## src/design/cco_pkg.sv

```systemverilog
// shared constants and types for the charger option one control block
package cco_pkg;

  // ----------------------------------------------------------------------
  // register addresses and power-on value
  // ----------------------------------------------------------------------
  localparam logic [7:0] ADDR_LOW = 8'h30;
  localparam logic [7:0] ADDR_HIGH = 8'h31;
  localparam logic [15:0] RESET_VALUE = 16'h0211;

  // ----------------------------------------------------------------------
  // field positions in the 16-bit word, high byte at [15:8]
  // ----------------------------------------------------------------------
  localparam int BIT_BATT_MON = 15;
  localparam int BIT_LPHOT_HI = 14;
  localparam int BIT_LPHOT_LO = 13;
  localparam int BIT_SYS_PWR = 12;
  localparam int BIT_IN_RES = 11;
  localparam int BIT_CHG_RES = 10;
  localparam int BIT_GAIN = 9;
  localparam int BIT_PIN_SEL = 8;
  localparam int BIT_REF_SEL = 7;
  localparam int BIT_POLARITY = 6;
  localparam int BIT_DEG_HI = 5;
  localparam int BIT_DEG_LO = 4;
  localparam int BIT_SHUTOFF = 3;
  localparam int BIT_PASS = 2;
  localparam int BIT_SHIP = 1;
  localparam int BIT_WAKE = 0;

  // ----------------------------------------------------------------------
  // field encodings
  // ----------------------------------------------------------------------
  localparam logic [1:0] LPHOT_OFF = 2'h0;
  localparam logic [1:0] LPHOT_SYS = 2'h1;
  localparam logic [1:0] DEG_OFF = 2'h0;
  localparam logic [1:0] DEG_1US = 2'h1;
  localparam logic [1:0] DEG_2MS = 2'h2;
  localparam logic [1:0] DEG_5S = 2'h3;

  // ----------------------------------------------------------------------
  // timing
  // ----------------------------------------------------------------------
  localparam longint unsigned CLK_HZ = 64'd50_000_000;
  localparam longint unsigned CLK_PERIOD_NS = 64'd20;
  localparam longint unsigned DEG_1US_NS = 64'd1000;
  localparam longint unsigned DEG_2MS_US = 64'd2000;
  localparam longint unsigned DEG_5S_S = 64'd5;
  localparam longint unsigned SHIP_MS = 64'd140;
  localparam longint unsigned WAKE_MIN = 64'd30;
  // deglitch times are least times: round up
  localparam logic [27:0] DEG_1US_CYC =
    28'((DEG_1US_NS + CLK_PERIOD_NS - 64'd1) / CLK_PERIOD_NS);
  localparam logic [27:0] DEG_2MS_CYC =
    28'((DEG_2MS_US * 64'd1000 + CLK_PERIOD_NS - 64'd1) / CLK_PERIOD_NS);
  localparam logic [27:0] DEG_5S_CYC = 28'(DEG_5S_S * CLK_HZ);
  // windows are longest times: round down
  localparam logic [22:0] SHIP_CYC = 23'(SHIP_MS * CLK_HZ / 64'd1000);
  localparam logic [36:0] WAKE_CYC = 37'(WAKE_MIN * 64'd60 * CLK_HZ);

  // ----------------------------------------------------------------------
  // serial slave
  // ----------------------------------------------------------------------
  localparam logic [3:0] I2C_BITS = 4'h8;
  localparam logic [3:0] I2C_LAST = 4'h7;

  typedef enum logic [8:0] {
    CCO_IDLE = 9'h001,
    CCO_ADDR = 9'h002,
    CCO_ACK_A = 9'h004,
    CCO_PTR = 9'h008,
    CCO_ACK_P = 9'h010,
    CCO_WDAT = 9'h020,
    CCO_ACK_W = 9'h040,
    CCO_RD = 9'h080,
    CCO_RACK = 9'h100
  } cco_i2c_state_t;

endpackage

```

## src/design/cco_sync.sv

```systemverilog
// two-flop synchroniser for a group of asynchronous levels
`timescale 1ns/1ns
`default_nettype none
module cco_sync #(
  parameter int WIDTH = 1
) (
  input wire logic clk_sys_in,
  input wire logic rst_n_in,
  input wire logic [WIDTH-1:0] async_in,
  output logic [WIDTH-1:0] sync_out
);

  logic [WIDTH-1:0] meta_q;

  always_ff @(posedge clk_sys_in or negedge rst_n_in) begin
    if (!rst_n_in) begin
      meta_q <= '0;
      sync_out <= '0;
    end else begin
      meta_q <= async_in;
      sync_out <= meta_q;
    end
  end

endmodule
`default_nettype wire

```

## src/design/cco_fall_deglitch.sv

```systemverilog
// falling-edge deglitch: high passes at once, low only after a held count
`timescale 1ns/1ns
`default_nettype none
module cco_fall_deglitch #(
  parameter int CW = 28
) (
  input wire logic clk_sys_in,
  input wire logic rst_n_in,
  input wire logic enable_in,
  input wire logic raw_in,
  input wire logic [CW-1:0] limit_in,
  output logic level_out
);

  logic [CW-1:0] cnt_q;

  always_ff @(posedge clk_sys_in or negedge rst_n_in) begin
    if (!rst_n_in) begin
      cnt_q <= '0;
      level_out <= 1'b1;
    end else if (!enable_in || raw_in) begin
      cnt_q <= '0;
      level_out <= 1'b1;
    end else if (level_out) begin
      // limit of one means low is taken on the first low sample
      if (cnt_q >= limit_in - CW'(1)) begin
        level_out <= 1'b0;
        cnt_q <= '0;
      end else begin
        cnt_q <= cnt_q + CW'(1);
      end
    end
  end

endmodule
`default_nettype wire

```

## src/design/cco_option_one.sv

```systemverilog
// charger option one register pair with its serial slave and timed actions
`timescale 1ns/1ns
`default_nettype none
module cco_option_one #(
  parameter logic [6:0] DEV_ADDR = 7'h2a, // arbitrary slave address
  parameter logic [27:0] DEG_2MS_CYCLES = cco_pkg::DEG_2MS_CYC,
  parameter logic [27:0] DEG_5S_CYCLES = cco_pkg::DEG_5S_CYC,
  parameter logic [22:0] SHIP_CYCLES = cco_pkg::SHIP_CYC,
  parameter logic [36:0] WAKE_CYCLES = cco_pkg::WAKE_CYC
) (
  input wire logic clk_sys_in,
  input wire logic rst_n_in,
  input wire logic i2c_scl_in,
  input wire logic i2c_sda_in,
  output logic i2c_sda_out,
  output logic i2c_sda_oe_out,
  input wire logic low_power_mode_in,
  input wire logic comparator_input_in,
  input wire logic batt_below_minsys_in,
  input wire logic current_limit_pin_in,
  input wire logic adapter_good_in,
  output logic batt_current_monitor_out,
  output logic system_power_monitor_out,
  output logic processor_hot_alert_lowpower_out,
  output logic input_resistor_select_out,
  output logic charge_resistor_select_out,
  output logic power_monitor_gain_out,
  output logic high_impedance_mode_out,
  output logic pass_through_mode_out,
  output logic comparator_reference_select_out,
  output logic comparator_output_out,
  output logic input_high_switch_off_out,
  output logic output_high_switch_off_out,
  output logic charger_good_out,
  output logic shipping_discharge_out,
  output logic wakeup_charge_out
);

  // ----------------------------------------------------------------------
  // reset release and input synchronisers
  // ----------------------------------------------------------------------
  logic rst_meta_q;
  logic rst_n;
  logic [4:0] pins_s;
  logic scl_s;
  logic sda_s;
  logic above_s;
  logic batt_low_s;
  logic limit_pin_s;

  always_ff @(posedge clk_sys_in or negedge rst_n_in) begin
    if (!rst_n_in) begin
      rst_meta_q <= 1'b0;
      rst_n <= 1'b0;
    end else begin
      rst_meta_q <= 1'b1;
      rst_n <= rst_meta_q;
    end
  end

  cco_sync #(.WIDTH(5)) u_sync (
    .clk_sys_in(clk_sys_in),
    .rst_n_in(rst_n),
    .async_in({i2c_scl_in, i2c_sda_in, comparator_input_in,
               batt_below_minsys_in, current_limit_pin_in}),
    .sync_out(pins_s)
  );

  assign scl_s = pins_s[4];
  assign sda_s = pins_s[3];
  assign above_s = pins_s[2];
  assign batt_low_s = pins_s[1];
  assign limit_pin_s = pins_s[0];

  // ----------------------------------------------------------------------
  // serial slave
  // ----------------------------------------------------------------------
  cco_pkg::cco_i2c_state_t state_q;
  logic scl_p_q;
  logic sda_p_q;
  logic [3:0] cnt_q;
  logic [7:0] shift_q;
  logic [7:0] ptr_q;
  logic [7:0] wr_ptr_q;
  logic [7:0] wr_data_q;
  logic wr_stb_q;
  logic rw_q;
  logic mack_q;
  logic [15:0] opt_q;
  logic [7:0] rd_byte;
  logic scl_rise;
  logic scl_fall;
  logic start_c;
  logic stop_c;
  logic wr_low;
  logic wr_high;

  assign scl_rise = scl_s && !scl_p_q;
  assign scl_fall = !scl_s && scl_p_q;
  assign start_c = scl_s && scl_p_q && sda_p_q && !sda_s;
  assign stop_c = scl_s && scl_p_q && !sda_p_q && sda_s;
  assign wr_low = wr_stb_q && (wr_ptr_q == cco_pkg::ADDR_LOW);
  assign wr_high = wr_stb_q && (wr_ptr_q == cco_pkg::ADDR_HIGH);

  // unmapped addresses read zero and swallow writes
  always_comb begin
    rd_byte = 8'h00;
    if (ptr_q == cco_pkg::ADDR_LOW) begin
      rd_byte = opt_q[7:0];
    end else if (ptr_q == cco_pkg::ADDR_HIGH) begin
      rd_byte = opt_q[15:8];
    end
  end

  always_ff @(posedge clk_sys_in or negedge rst_n) begin
    if (!rst_n) begin
      scl_p_q <= 1'b0;
      sda_p_q <= 1'b0;
    end else begin
      scl_p_q <= scl_s;
      sda_p_q <= sda_s;
    end
  end

  always_ff @(posedge clk_sys_in or negedge rst_n) begin
    if (!rst_n) begin
      state_q <= cco_pkg::CCO_IDLE;
      cnt_q <= 4'h0;
      shift_q <= 8'h00;
      ptr_q <= 8'h00;
      wr_ptr_q <= 8'h00;
      wr_data_q <= 8'h00;
      wr_stb_q <= 1'b0;
      rw_q <= 1'b0;
      mack_q <= 1'b0;
    end else begin
      wr_stb_q <= 1'b0;
      if (start_c) begin
        state_q <= cco_pkg::CCO_ADDR;
        cnt_q <= 4'h0;
      end else if (stop_c) begin
        state_q <= cco_pkg::CCO_IDLE;
      end else begin
        case (state_q)
          cco_pkg::CCO_ADDR, cco_pkg::CCO_PTR, cco_pkg::CCO_WDAT: begin
            if (scl_rise) begin
              shift_q <= {shift_q[6:0], sda_s};
              cnt_q <= cnt_q + 4'h1;
            end else if (scl_fall && cnt_q == cco_pkg::I2C_BITS) begin
              cnt_q <= 4'h0;
              if (state_q == cco_pkg::CCO_ADDR) begin
                if (shift_q[7:1] == DEV_ADDR) begin
                  rw_q <= shift_q[0];
                  state_q <= cco_pkg::CCO_ACK_A;
                end else begin
                  state_q <= cco_pkg::CCO_IDLE;
                end
              end else if (state_q == cco_pkg::CCO_PTR) begin
                ptr_q <= shift_q;
                state_q <= cco_pkg::CCO_ACK_P;
              end else begin
                wr_stb_q <= 1'b1;
                wr_ptr_q <= ptr_q;
                wr_data_q <= shift_q;
                ptr_q <= ptr_q + 8'h01;
                state_q <= cco_pkg::CCO_ACK_W;
              end
            end
          end
          cco_pkg::CCO_ACK_A: begin
            if (scl_fall) begin
              if (rw_q) begin
                shift_q <= rd_byte;
                ptr_q <= ptr_q + 8'h01;
                cnt_q <= 4'h0;
                state_q <= cco_pkg::CCO_RD;
              end else begin
                state_q <= cco_pkg::CCO_PTR;
              end
            end
          end
          cco_pkg::CCO_ACK_P, cco_pkg::CCO_ACK_W: begin
            if (scl_fall) begin
              state_q <= cco_pkg::CCO_WDAT;
            end
          end
          cco_pkg::CCO_RD: begin
            if (scl_fall) begin
              if (cnt_q == cco_pkg::I2C_LAST) begin
                cnt_q <= 4'h0;
                state_q <= cco_pkg::CCO_RACK;
              end else begin
                shift_q <= {shift_q[6:0], 1'b0};
                cnt_q <= cnt_q + 4'h1;
              end
            end
          end
          cco_pkg::CCO_RACK: begin
            if (scl_rise) begin
              mack_q <= !sda_s;
            end else if (scl_fall) begin
              if (mack_q) begin
                shift_q <= rd_byte;
                ptr_q <= ptr_q + 8'h01;
                state_q <= cco_pkg::CCO_RD;
              end else begin
                state_q <= cco_pkg::CCO_IDLE;
              end
            end
          end
          default: begin
            state_q <= cco_pkg::CCO_IDLE;
          end
        endcase
      end
    end
  end

  // open drain: only ever pull low
  assign i2c_sda_out = 1'b0;
  assign i2c_sda_oe_out = (state_q == cco_pkg::CCO_ACK_A) ||
                          (state_q == cco_pkg::CCO_ACK_P) ||
                          (state_q == cco_pkg::CCO_ACK_W) ||
                          ((state_q == cco_pkg::CCO_RD) && !shift_q[7]);

  // ----------------------------------------------------------------------
  // comparator path
  // ----------------------------------------------------------------------
  logic cmp_en;
  logic cmp_raw;
  logic comparator_deglitch;
  logic [27:0] deg_limit;
  logic trigger;

  assign cmp_en = opt_q[cco_pkg::BIT_DEG_HI:cco_pkg::BIT_DEG_LO] != cco_pkg::DEG_OFF;
  // high means the output is released
  assign cmp_raw = opt_q[cco_pkg::BIT_POLARITY] ? above_s : !above_s;
  assign trigger = cmp_en && !comparator_deglitch;

  always_comb begin
    case (opt_q[cco_pkg::BIT_DEG_HI:cco_pkg::BIT_DEG_LO])
      cco_pkg::DEG_1US: deg_limit = cco_pkg::DEG_1US_CYC;
      cco_pkg::DEG_2MS: deg_limit = DEG_2MS_CYCLES;
      cco_pkg::DEG_5S: deg_limit = DEG_5S_CYCLES;
      default: deg_limit = cco_pkg::DEG_1US_CYC;
    endcase
  end

  cco_fall_deglitch #(.CW(28)) u_deglitch (
    .clk_sys_in(clk_sys_in),
    .rst_n_in(rst_n),
    .enable_in(cmp_en),
    .raw_in(cmp_raw),
    .limit_in(deg_limit),
    .level_out(comparator_deglitch)
  );

  // ----------------------------------------------------------------------
  // option word, timers and self-clearing bits
  // ----------------------------------------------------------------------
  logic shutoff_q;
  logic [22:0] ship_cnt_q;
  logic ship_done;
  logic [36:0] wake_cnt_q;
  logic wake_timeout_q;
  logic wake_active;
  logic wake_active_q;
  logic wake_done;

  assign ship_done = opt_q[cco_pkg::BIT_SHIP] && (ship_cnt_q == SHIP_CYCLES - 23'h1);
  assign wake_active = opt_q[cco_pkg::BIT_WAKE] && batt_low_s && !wake_timeout_q;
  assign wake_done = wake_active_q && !batt_low_s;

  // a host write to the low byte in the same cycle as a self-clear wins: it is the newer intent
  always_ff @(posedge clk_sys_in or negedge rst_n) begin
    if (!rst_n) begin
      opt_q <= cco_pkg::RESET_VALUE;
    end else begin
      if (ship_done) begin
        opt_q[cco_pkg::BIT_SHIP] <= 1'b0;
      end
      if (wake_done) begin
        opt_q[cco_pkg::BIT_WAKE] <= 1'b0;
      end
      if (wr_low) begin
        opt_q[7:0] <= wr_data_q;
      end
      if (wr_high) begin
        opt_q[15:8] <= wr_data_q;
      end
    end
  end

  always_ff @(posedge clk_sys_in or negedge rst_n) begin
    if (!rst_n) begin
      ship_cnt_q <= 23'h00_0000;
    end else if (!opt_q[cco_pkg::BIT_SHIP] || ship_done) begin
      ship_cnt_q <= 23'h00_0000;
    end else begin
      ship_cnt_q <= ship_cnt_q + 23'h1;
    end
  end

  // timeout holds off the charge until the bit is cleared and set again
  always_ff @(posedge clk_sys_in or negedge rst_n) begin
    if (!rst_n) begin
      wake_cnt_q <= 37'h0;
      wake_timeout_q <= 1'b0;
      wake_active_q <= 1'b0;
    end else begin
      wake_active_q <= wake_active;
      if (!opt_q[cco_pkg::BIT_WAKE]) begin
        wake_cnt_q <= 37'h0;
        wake_timeout_q <= 1'b0;
      end else if (wake_active) begin
        if (wake_cnt_q == WAKE_CYCLES - 37'h1) begin
          wake_timeout_q <= 1'b1;
        end else begin
          wake_cnt_q <= wake_cnt_q + 37'h1;
        end
      end
    end
  end

  // latched until software clears the enable; with the enable clear a trigger does not set it
  always_ff @(posedge clk_sys_in or negedge rst_n) begin
    if (!rst_n) begin
      shutoff_q <= 1'b0;
    end else if (opt_q[cco_pkg::BIT_SHUTOFF] && trigger) begin
      shutoff_q <= 1'b1;
    end else if (!opt_q[cco_pkg::BIT_SHUTOFF]) begin
      shutoff_q <= 1'b0;
    end
  end

  // ----------------------------------------------------------------------
  // registered control outputs
  // ----------------------------------------------------------------------
  always_ff @(posedge clk_sys_in or negedge rst_n) begin
    if (!rst_n) begin
      batt_current_monitor_out <= 1'b0;
      system_power_monitor_out <= 1'b0;
      processor_hot_alert_lowpower_out <= 1'b0;
      input_resistor_select_out <= 1'b0;
      charge_resistor_select_out <= 1'b0;
      power_monitor_gain_out <= 1'b0;
      high_impedance_mode_out <= 1'b0;
      pass_through_mode_out <= 1'b0;
      comparator_reference_select_out <= 1'b0;
      comparator_output_out <= 1'b1;
      input_high_switch_off_out <= 1'b0;
      output_high_switch_off_out <= 1'b0;
      charger_good_out <= 1'b0;
      shipping_discharge_out <= 1'b0;
      wakeup_charge_out <= 1'b0;
    end else begin
      batt_current_monitor_out <= opt_q[cco_pkg::BIT_BATT_MON] && !low_power_mode_in;
      system_power_monitor_out <= opt_q[cco_pkg::BIT_SYS_PWR] && !low_power_mode_in;
      processor_hot_alert_lowpower_out <=
        opt_q[cco_pkg::BIT_LPHOT_HI:cco_pkg::BIT_LPHOT_LO] == cco_pkg::LPHOT_SYS;
      input_resistor_select_out <= opt_q[cco_pkg::BIT_IN_RES];
      charge_resistor_select_out <= opt_q[cco_pkg::BIT_CHG_RES];
      power_monitor_gain_out <= opt_q[cco_pkg::BIT_GAIN];
      high_impedance_mode_out <= !limit_pin_s && !opt_q[cco_pkg::BIT_PIN_SEL];
      pass_through_mode_out <= opt_q[cco_pkg::BIT_PASS] ||
                               (!limit_pin_s && opt_q[cco_pkg::BIT_PIN_SEL]);
      comparator_reference_select_out <= opt_q[cco_pkg::BIT_REF_SEL];
      comparator_output_out <= comparator_deglitch;
      input_high_switch_off_out <= shutoff_q;
      output_high_switch_off_out <= shutoff_q;
      charger_good_out <= adapter_good_in && !shutoff_q;
      shipping_discharge_out <= opt_q[cco_pkg::BIT_SHIP];
      wakeup_charge_out <= wake_active;
    end
  end

  // ----------------------------------------------------------------------
  // assertions
  // ----------------------------------------------------------------------
  batt_lpm_off_a: assert property (@(posedge clk_sys_in) disable iff (!rst_n)
    low_power_mode_in |=> !batt_current_monitor_out)
    else $error("battery monitor buffer on in low power mode");

  sys_pwr_follow_a: assert property (@(posedge clk_sys_in) disable iff (!rst_n)
    ##1 system_power_monitor_out ==
      $past(opt_q[cco_pkg::BIT_SYS_PWR] && !low_power_mode_in))
    else $error("system power monitor does not follow its enable");

  lphot_rsvd_a: assert property (@(posedge clk_sys_in) disable iff (!rst_n)
    opt_q[cco_pkg::BIT_LPHOT_HI] |=> !processor_hot_alert_lowpower_out)
    else $error("reserved processor hot code enabled the function");

  pin_mode_a: assert property (@(posedge clk_sys_in) disable iff (!rst_n)
    (!limit_pin_s && opt_q[cco_pkg::BIT_PIN_SEL])
      |=> pass_through_mode_out && !high_impedance_mode_out)
    else $error("limit pin low did not select pass-through");

  cmp_rise_a: assert property (@(posedge clk_sys_in) disable iff (!rst_n)
    (cmp_en && cmp_raw) |=> comparator_deglitch ##1 comparator_output_out)
    else $error("comparator rising edge was delayed");

  cmp_fall_a: assert property (@(posedge clk_sys_in) disable iff (!rst_n)
    $fell(comparator_deglitch) |-> !$past(cmp_raw) && $past(cmp_en))
    else $error("comparator fell without a low input");

  shutoff_good_a: assert property (@(posedge clk_sys_in) disable iff (!rst_n)
    (opt_q[cco_pkg::BIT_SHUTOFF] && trigger)
      |=> ##1 input_high_switch_off_out && output_high_switch_off_out && !charger_good_out)
    else $error("forced shutoff did not open switches and drop charger good");

  ship_clear_a: assert property (@(posedge clk_sys_in) disable iff (!rst_n)
    (ship_done && !wr_low) |=> !opt_q[cco_pkg::BIT_SHIP])
    else $error("shipping bit not cleared at window end");

  ship_hold_a: assert property (@(posedge clk_sys_in) disable iff (!rst_n)
    $rose(opt_q[cco_pkg::BIT_SHIP]) |=> opt_q[cco_pkg::BIT_SHIP] ##1 shipping_discharge_out)
    else $error("shipping discharge ended early");

  wake_clear_a: assert property (@(posedge clk_sys_in) disable iff (!rst_n)
    (wake_active_q && !batt_low_s && !wr_low)
      |=> !opt_q[cco_pkg::BIT_WAKE] ##1 !wakeup_charge_out)
    else $error("auto wakeup not ended when battery recovered");

  ack_drive_a: assert property (@(posedge clk_sys_in) disable iff (!rst_n)
    (state_q == cco_pkg::CCO_ADDR && scl_fall && cnt_q == cco_pkg::I2C_BITS &&
     shift_q[7:1] == DEV_ADDR && !start_c && !stop_c) |=> i2c_sda_oe_out)
    else $error("address match not acknowledged");

endmodule
`default_nettype wire

```

## config.mk

```make
export PLATFORM = sky130hd
export DESIGN_NAME = cco_option_one
export DESIGN_NICKNAME = d
export VERILOG_FILES = /design/src/design/cco_pkg.sv /design/src/design/cco_sync.sv /design/src/design/cco_fall_deglitch.sv /design/src/design/cco_option_one.sv
export SDC_FILE = /design/constraint.sdc
export NUM_CORES = 1
export LEC_CHECK = 0
export BUFFER_PORTS_ARGS = -buffer_cell sky130_fd_sc_hd__buf_4
export CORE_ASPECT_RATIO = 1.5
export CORE_MARGIN = 2
export CORE_UTILIZATION = 40
export DETAILED_ROUTE_END_ITERATION = 6
export GPL_TIMING_DRIVEN = 0
export SLEW_MARGIN = 15
export SYNTH_ARGS = -nofsm -noshare
export SYNTH_HDL_FRONTEND = slang
export SYNTH_SLANG_ARGS = --single-unit
```

## constraint.sdc

```tcl
create_clock -name clk_sys_in -period 12.5 [get_ports clk_sys_in]
set_input_delay 2.5 -clock clk_sys_in [delete_from_list [all_inputs] [get_ports clk_sys_in]]
set_output_delay 2.5 -clock clk_sys_in [all_outputs]
set_load 0.01 [all_outputs]
```

* Word level (Yosys, flattened, before mapping)
Cells that the tools add are included. Widths: inputs -> output; s select.
Word-level totals: input port bits 9, word-level logic and storage cells 233, bits in registers 183
Operators by class: bitwise logic cells 5, reductions and logical operators 61, muxes and demuxes 73, magnitude comparators 1, add/subtract/negate cells 6, equality and inequality tests 48
Operator list (number):
- $mux 8 | 21
- $mux 37 | 3
- $mux 9 | 11
- $mux 28 | 3
- $pmux 28 s2 | 1
- $pmux 9 s5 | 1
- $add 37x1->37 const B | 1
- $eq 37x37->1 const B | 1
- $ne 4x4->1 const B | 9
- $eq 8x6->1 const B | 4
- $mux 4 | 8
- $pmux 8 s4 | 1
- $add 28x1->28 const B | 1
- $ge 28x28->1 | 1
- $sub 28x1->28 const B | 1
- $ne 2x2->1 const B | 13
- $pmux 8 s3 | 1
- $add 23x1->23 const B | 1
- $eq 23x23->1 const B | 1
- $mux 23 | 1
- $logic_and 1x1->1 | 22
- $reduce_and 11->1 | 2
- $mux 1 | 18
- $logic_not 1->1 | 15
- 33 further kinds | 53

* Logic depth before layout (Yosys ltp)
Gate-level depths: netlist of run 1.
depth after elaboration 8, mapped depth 12, mapped depth without buffers 10

* Hierarchy
A second synthesis of run 1 with hierarchy kept.
Second synthesis, totals: cell total of the unflattened synthesis 1069, area total of the unflattened synthesis 10224.8 µm²
Modules (own cells, without submodules):
- cco_option_one | instances 1, area an instance 7284.5 µm², cells each 736
- cco_fall_deglitch | instances 1, area an instance 2690.1 µm², cells each 323
- cco_sync | instances 1, area an instance 250.2 µm², cells each 10

* Worst setup path after synthesis of run 1
Ideal clock, no wire load.
kind register -> output, from reg state_q[1], to out i2c_sda_oe_out, arrival 1.614 ns, required time 10.000 ns, slack 8.386 ns, cell stages (with the launch flop) 5, cell sequence dfrtp_1 -> or3_1 -> buf_2 -> or3_1 -> o21ai_0
Between the ends: cells in the longest elaborated chain, start to end 4, elaborated cells on any way between the ends 8
Ends and longest elaborated chain:
- start: declaration | RTL line cco_option_one.sv:78 | cco_pkg::cco_i2c_state_t state_q;
- start signal: assignment | RTL line cco_option_one.sv:127 | state_q <= cco_pkg::CCO_IDLE;
- start signal: assignment | RTL line cco_option_one.sv:139 | state_q <= cco_pkg::CCO_ADDR;
- start signal: assignment | RTL line cco_option_one.sv:142 | state_q <= cco_pkg::CCO_IDLE;
- $eq 9x3->1 or $eq 9x5->1 (tied branches) | RTL line cco_option_one.sv:221, cco_option_one.sv:222
- $logic_or 1x1->1 | RTL line cco_option_one.sv:221 | assign i2c_sda_oe_out = (state_q == cco_pkg::CCO_ACK_A) ||
- $logic_or 1x1->1 | RTL line cco_option_one.sv:222 | (state_q == cco_pkg::CCO_ACK_P) ||
- $logic_or 1x1->1 (*) | RTL line cco_option_one.sv:223 | (state_q == cco_pkg::CCO_ACK_W) ||
- end: declaration | RTL line cco_option_one.sv:16 | output logic i2c_sda_oe_out,
Every way passes the cells marked *; elsewhere a longest branch is shown, timed or not.

* Worst setup path after layout of run 1
Same ends and word-level chain as after synthesis.

==> results of run 1 <==
## power by group through the flow
stage	registers, mW	clock network, mW	logic (mW)
2_1_floorplan	0.616	0	0.00764
3_3_place_gp	0.620	0	0.0118
3_5_place_dp	0.612	0	0.0238
4_1_cts	0.600	0.582	0.0239
5_1_grt	0.601	0.605	0.0265
6_report	0.600	0.567	0.0229
## cells in the final DEF (no fill, tap or decap), types with 29 or more instances in the layout
master	instances
dfrtp_1	176
nand2_1	85
nor2_1	82
a21oi_1	61
nand3_1	55
nand2b_1	35
ha_1	34
nor3_1	33
clkbuf_1	30
mux2_2	29
## layer usage
layer | vias to the layer above | wire length (um) | global-route usage
met5 | - | 0 | 0
met4 | 0 | 643 | 0.07925
met3 | 43 | 433 | 0.02855
met2 | 89 | 11950 | 0.3304
met1 | 3703 | 9525 | 0.2102
li1 | 3709 | - | -
## critical path, stage by stage (launching register included)
cell	delay, ns
dfrtp_1	0.45
or3_1	0.39
buf_2	0.17
or3_1	0.46
o21ai_0	0.28
buf_4	0.17
## through the flow
step / setup WS, ns / util / cells
4_1_cts: 7.630 / 0.4591 / 1387
6_report: 7.637 / 0.4591 / 1387
2_1_floorplan: 7.034 / - / 1004
3_5_place_dp: 8.133 / 0.4339 / 1355
3_3_place_gp: 4.641 / 0.4307 / 1352
5_1_grt: 7.543 / 0.4591 / 1387
## registers in the layout, indices dropped and copies added (netlist names), 4 cells and up
register	cells
shift_q	8
u_deglitch.cnt_q	28
ptr_q	8
opt_q	16
u_sync.sync_out	5
wr_data_q	8
cnt_q	4
wr_ptr_q	8
ship_cnt_q	23
u_sync.meta_q	5
state_q	9
wake_cnt_q	37
## worst max path at each step
stage | startpoint | end | slack [ns] | cells after the start
floorplan | rst_n$_DFF_PN0_ | batt_current_monitor_out$_DFF_PN0_ | 7.03 | 0
global placement | rst_n$_DFF_PN0_ | u_deglitch.cnt_q[18]$_DFFE_PN0P_ | 4.64 | 0
detailed placement | state_q[1]$_DFFE_PN0P_ | i2c_sda_oe_out | 8.13 | 5
CTS | state_q[1]$_DFFE_PN0P_ | i2c_sda_oe_out | 7.63 | 5
global route | state_q[1]$_DFFE_PN0P_ | i2c_sda_oe_out | 7.54 | 5
finish | state_q[1]$_DFFE_PN0P_ | i2c_sda_oe_out | 7.64 | 5
## layout make-up
| cell class | count | area, um2 |
|---|---|---|
| clock inverters | 13 | 160.2 |
| flip-flops and latches | 183 | 4591 |
| plain buffers | 39 | 193.9 |
| multi-input cells | 756 | 5022 |
| fillers | 2409 | 13170 |
| clock buffers | 19 | 452.9 |
| well taps | 324 | 405.4 |
| inverters | 26 | 97.59 |
| repair buffers | 27 | 255.2 |
## cells by family after synthesis
logic type	synth area share
flops	0.4643
mux	0.06333
buf+inv	0.02951
compound gates	0.1246
other cells	0.0007603
simple gates	0.2362
fa+ha+maj	0.04307
xor+xnor	0.03813
==> flow_metrics.tcl, run 1 <==
set metrics [dict create \
    clockBufferDepth 2 \
    hold_ws_ns 0.3481 \
    final_nets 1093 \
    status "finished, final reports clean" \
    routed_via_density 5.439 \
    rrSetupSlack_ns 8.75 \
    yosys-top-cells-count "dfrtp_1 (177), nand2_1 (85), nor2_1 (82), a21oi_1 (61), nand3_1 (55)" \
    ys_ff_latch 183 \
    cts_tree "built" \
    diodes 0 \
    hpwlAfterDp_um 16450 \
    start_kind "flip-flop" \
    fin_tns_setup_ns 0 \
    period_share 0.3891 \
    ys.flop_type "dfrtp_1" \
    synthCells 998 \
    synth_top_area_frac 0.4484 \
    cts_buffers 17 \
    clock_skew_ns 0.007464 \
    yosysMostFrequentCell "dfrtp_1" \
    r2r_start "opt_q[4]$_DFFE_PN1P_" \
    r2r-end "u_deglitch.cnt_q[16]$_DFFE_PN0P_" \
    groute.usage.overall 0.1814 \
    grt_max_degree 53 \
    reg2reg_depth 11 \
    post_dp_cell_area_um2 10570 \
    dieArea_um2 25990 \
    power_mw 1.190 \
    initial_utilization 0.4057 \
    drtIter0Drc 434 \
    drc 0 \
    yosysTopAreaCell "dfrtp_1" \
    clock_power_share 0.477 \
    rsz0062_at_grt "false" \
    hold_path_end "u_sync.sync_out[2]$_DFF_PN0_" \
    critPathArrivalTime_ns 2.36 \
    worstPathMaxFanout 7 \
    yosysUniqueCellTypes 80 \
    pin_count 26 \
    cts_sinks 183 \
    die_h_um 196.5 \
    grt_pass1_vias 7586 \
    final_cell_area_um2 11180 \
    h-tree-depth 4 \
    worst_pin_slew_ns 0.9412 \
    hp-start "u_sync.meta_q[2]$_DFF_PN0_" \
    grt_pass1_wl_um 38150 \
    antenna_found_initial 0 \
    synth.avg_cell_area_um2 9.898 \
    drv_slew 0 \
    maxCapViolations 0 \
    critPathKind "reg -> out" \
    yosysSeqAreaShare 0.4643 \
    power.share.switching 0.2311 \
    async_reset_ff_frac 1.000 \
    setup_viol 0 \
    post_cts.repair.setup_buffers 0 \
    synth_edf_count 0 \
    cts.clk_slew.worst_paths_ns 0.07 \
    critical_path_required_ns 10.00 \
    port-buffer-count 24 \
    max_freq_mhz 205.6 \
    synth_top_cells_by_area "dfrtp_1 (45%), ha_1 (4.3%), mux2_2 (3.3%)" \
    ctsResizeCount 0 \
    holdBufCountCts 0 \
    final_antenna_net_count 0 \
    p_per_area_nw_per_um2 106.5 \
    combPwrFrac 0.019 \
    min_period_ns 4.863 \
    drt_wl_total_um 22560 \
    p_sw_mw 0.2750 \
    max_slew_margin 0.3659 \
    irDropWorstVdd_v 0.00009835 \
    finalHoldViolCount 0 \
    internal-power_mw 0.9151 \
    leakage_nw 4.620 \
    drive_above_1_share 0.1336 \
    pwr-share-seq 0.504 \
    gp_congestion 0.8357 \
    vias 7544 \
    dr.pass1.iters 4 \
    routedWlPerCell_um 16.26 \
    core-area_um2 24350 \
    synth_warnings 0 \
    end_kind "output port" \
    hold_class "reg -> reg" \
    syn_area_um2 9878 \
    root_buffer "clkbuf_16" \
    die_w_um 132.3 \
    min_path_cells 0 \
    clk_latency_ns 0.44 \
    grt.overflow.total 0 \
    rows 70 \
    area_growth_pct 13.16 \
]
Power figures use the tool's default switching activity.
==> run 2: changes to the inputs <==
==> constraint.sdc (replaced) <==
create_clock -name clk_sys_in -period 4 [get_ports clk_sys_in]
set_input_delay 0.8 -clock clk_sys_in [delete_from_list [all_inputs] [get_ports clk_sys_in]]
set_output_delay 0.8 -clock clk_sys_in [all_outputs]
set_load 0.01 [all_outputs]
==> flow_metrics.tcl, run 2 (same netlist as run 1, synthesis figures left out) <==
set metrics [dict create \
    irDropWorstVdd_v 0.0003047 \
    rows 70 \
    routedWlPerCell_um 16.30 \
    vias 7560 \
    crit_family "buffers and inverters" \
    grt_max_degree 56 \
    finalHoldViolCount 0 \
    dr.pass1.iters 5 \
    final_cell_mix "dfrtp_1 (176), nand2_1 (84), nor2_1 (82), a21oi_1 (61), nand3_1 (55)" \
    drtIter0Drc 413 \
    holdBufCountCts 0 \
    cts.clk_slew.worst_paths_ns 0.07 \
    placed_cells 1355 \
    clock_skew_ns 0.009293 \
    routed_via_density 5.451 \
    drv_slew 0 \
    groute.usage.overall 0.1864 \
    grt_pass1_wl_um 39350 \
    drive_above_1_share 0.1355 \
    pin_count 26 \
    post-place-ws_ns 0.2717 \
    period_share 0.9134 \
    leakage_nw 4.621 \
    largest_register_ffs 37 \
    diodes 0 \
    final_nets 1093 \
    min_period_ns 3.654 \
    path_buf_inv 4 \
    area_growth_pct 13.35 \
    hold_class "in -> async" \
    rsz0062_at_grt "false" \
    start_kind "flip-flop" \
    slowest_delay_ns 0.58 \
    layoutNonFillerInstCount 1387 \
    final_cell_area_um2 11200 \
    critPathKind "reg -> reg" \
    antenna_found_initial 0 \
    critPathArrivalTime_ns 4.03 \
    hold_ws_ns 0.1123 \
    max_slew_margin 0.3501 \
    final_antenna_net_count 0 \
    fillers 2411 \
    worstPathMaxFanout 10 \
    cts_tree "built" \
    clockBufferDepth 2 \
    critical_path_required_ns 4.37 \
    top_regs "wake_cnt_q (37), u_deglitch.cnt_q (28), ship_cnt_q (23)" \
    root_buffer "clkbuf_16" \
    post_dp_cell_area_um2 10570 \
    path_cells "clkbuf_1 -> nor2_1 -> inv_1 -> ha_1 -> nand2_1 -> o21ai_0 -> a2111oi_1 -> or3_1 -> clkbuf_1 -> clkbuf_1 -> o211ai_1 -> a21oi_1" \
    max_freq_mhz 273.7 \
    die_h_um 196.5 \
    p_per_area_nw_per_um2 331.4 \
    setup_viol 0 \
    gp_congestion 0.8607 \
    fin_tns_setup_ns 0 \
    grt.overflow.total 0 \
    dieArea_um2 25990 \
    largest-register "wake_cnt_q" \
    h-tree-depth 4 \
    final_common_cell "dfrtp_1" \
    status "finished, final reports clean" \
    cts_sinks 183 \
    die_w_um 132.3 \
    cts_buffers 17 \
    maxCapViolations 0 \
    core-area_um2 24350 \
    end_kind "flip-flop" \
    finish.utilization 0.4599 \
    grt_pass1_vias 7850 \
    initial_utilization 0.4057 \
    power_mw 3.711 \
    post_cts.repair.setup_buffers 0 \
    slowest_stage "a2111oi_1" \
    worst_pin_slew_ns 0.9674 \
    drc 0 \
    clk_latency_ns 0.46 \
    hpwlAfterDp_um 16300 \
    path_common_cell "clkbuf_1" \
    timing.final.ws_setup_ns 0.3463 \
    port-buffer-count 24 \
    drt_wl_total_um 22610 \
]
==> run 2: final cells by class <==
class / instances / area, um2 / area share
multi-input cells: 756 / 5031 / 0.4493
flip-flops and latches: 183 / 4591 / 0.4100
clock buffers: 19 / 452.9 / 0.04045
well taps: 324 / 405.4 / 0.03621
repair buffers: 27 / 262.8 / 0.02347
plain buffers: 39 / 193.9 / 0.01732
clock inverters: 13 / 162.7 / 0.01453
inverters: 26 / 97.59 / 0.008716
==> run 2: repair_timing <==
item / CTS / global route
resized for setup: 0 / 3
endpoints found under the hold margin: 0 / 0
endpoints found under the setup margin: 0 / 12
==> run 2: worst paths after layout <==
path,to,cells after the start,start,slack [ns]
setup / recovery,u_deglitch.cnt_q[27]$_DFFE_PN0P_,12,opt_q[4]$_DFFE_PN1P_,0.35
hold / removal,rst_n$_DFF_PN0_,1,rst_n_in,0.11
setup reg to reg,u_deglitch.cnt_q[27]$_DFFE_PN0P_,12,opt_q[4]$_DFFE_PN1P_,0.35
hold reg to reg,pass_through_mode_out$_DFF_PN0_,0,rst_n$_DFF_PN0_,0.23
max in group asynchronous,comparator_output_out$_DFF_PN1_,3,rst_n$_DFF_PN0_,2.48
min in group clk_sys_in,u_sync.sync_out[3]$_DFF_PN0_,0,u_sync.meta_q[3]$_DFF_PN0_,0.35
==> run 2: power breakdown <==
part           total [mW]  internal [mW]  switching (mW)
Combinational      0.0782         0.0254          0.0528
Sequential           1.87           1.86          0.0103
Clock                1.76          0.976           0.787
Total                3.71           2.86           0.850
==> run 2: routing by layer <==
metal / routed length [um] / global-route usage / up-vias / share of wire
met4: 516 / 0.07129 / 0 / 0.023
met2: 12130 / 0.3428 / 111 / 0.54
met5: 0 / 0 / - / 0
met1: 9438 / 0.2184 / 3703 / 0.42
li1: - / - / 3708 / -
met3: 527 / 0.02752 / 38 / 0.023
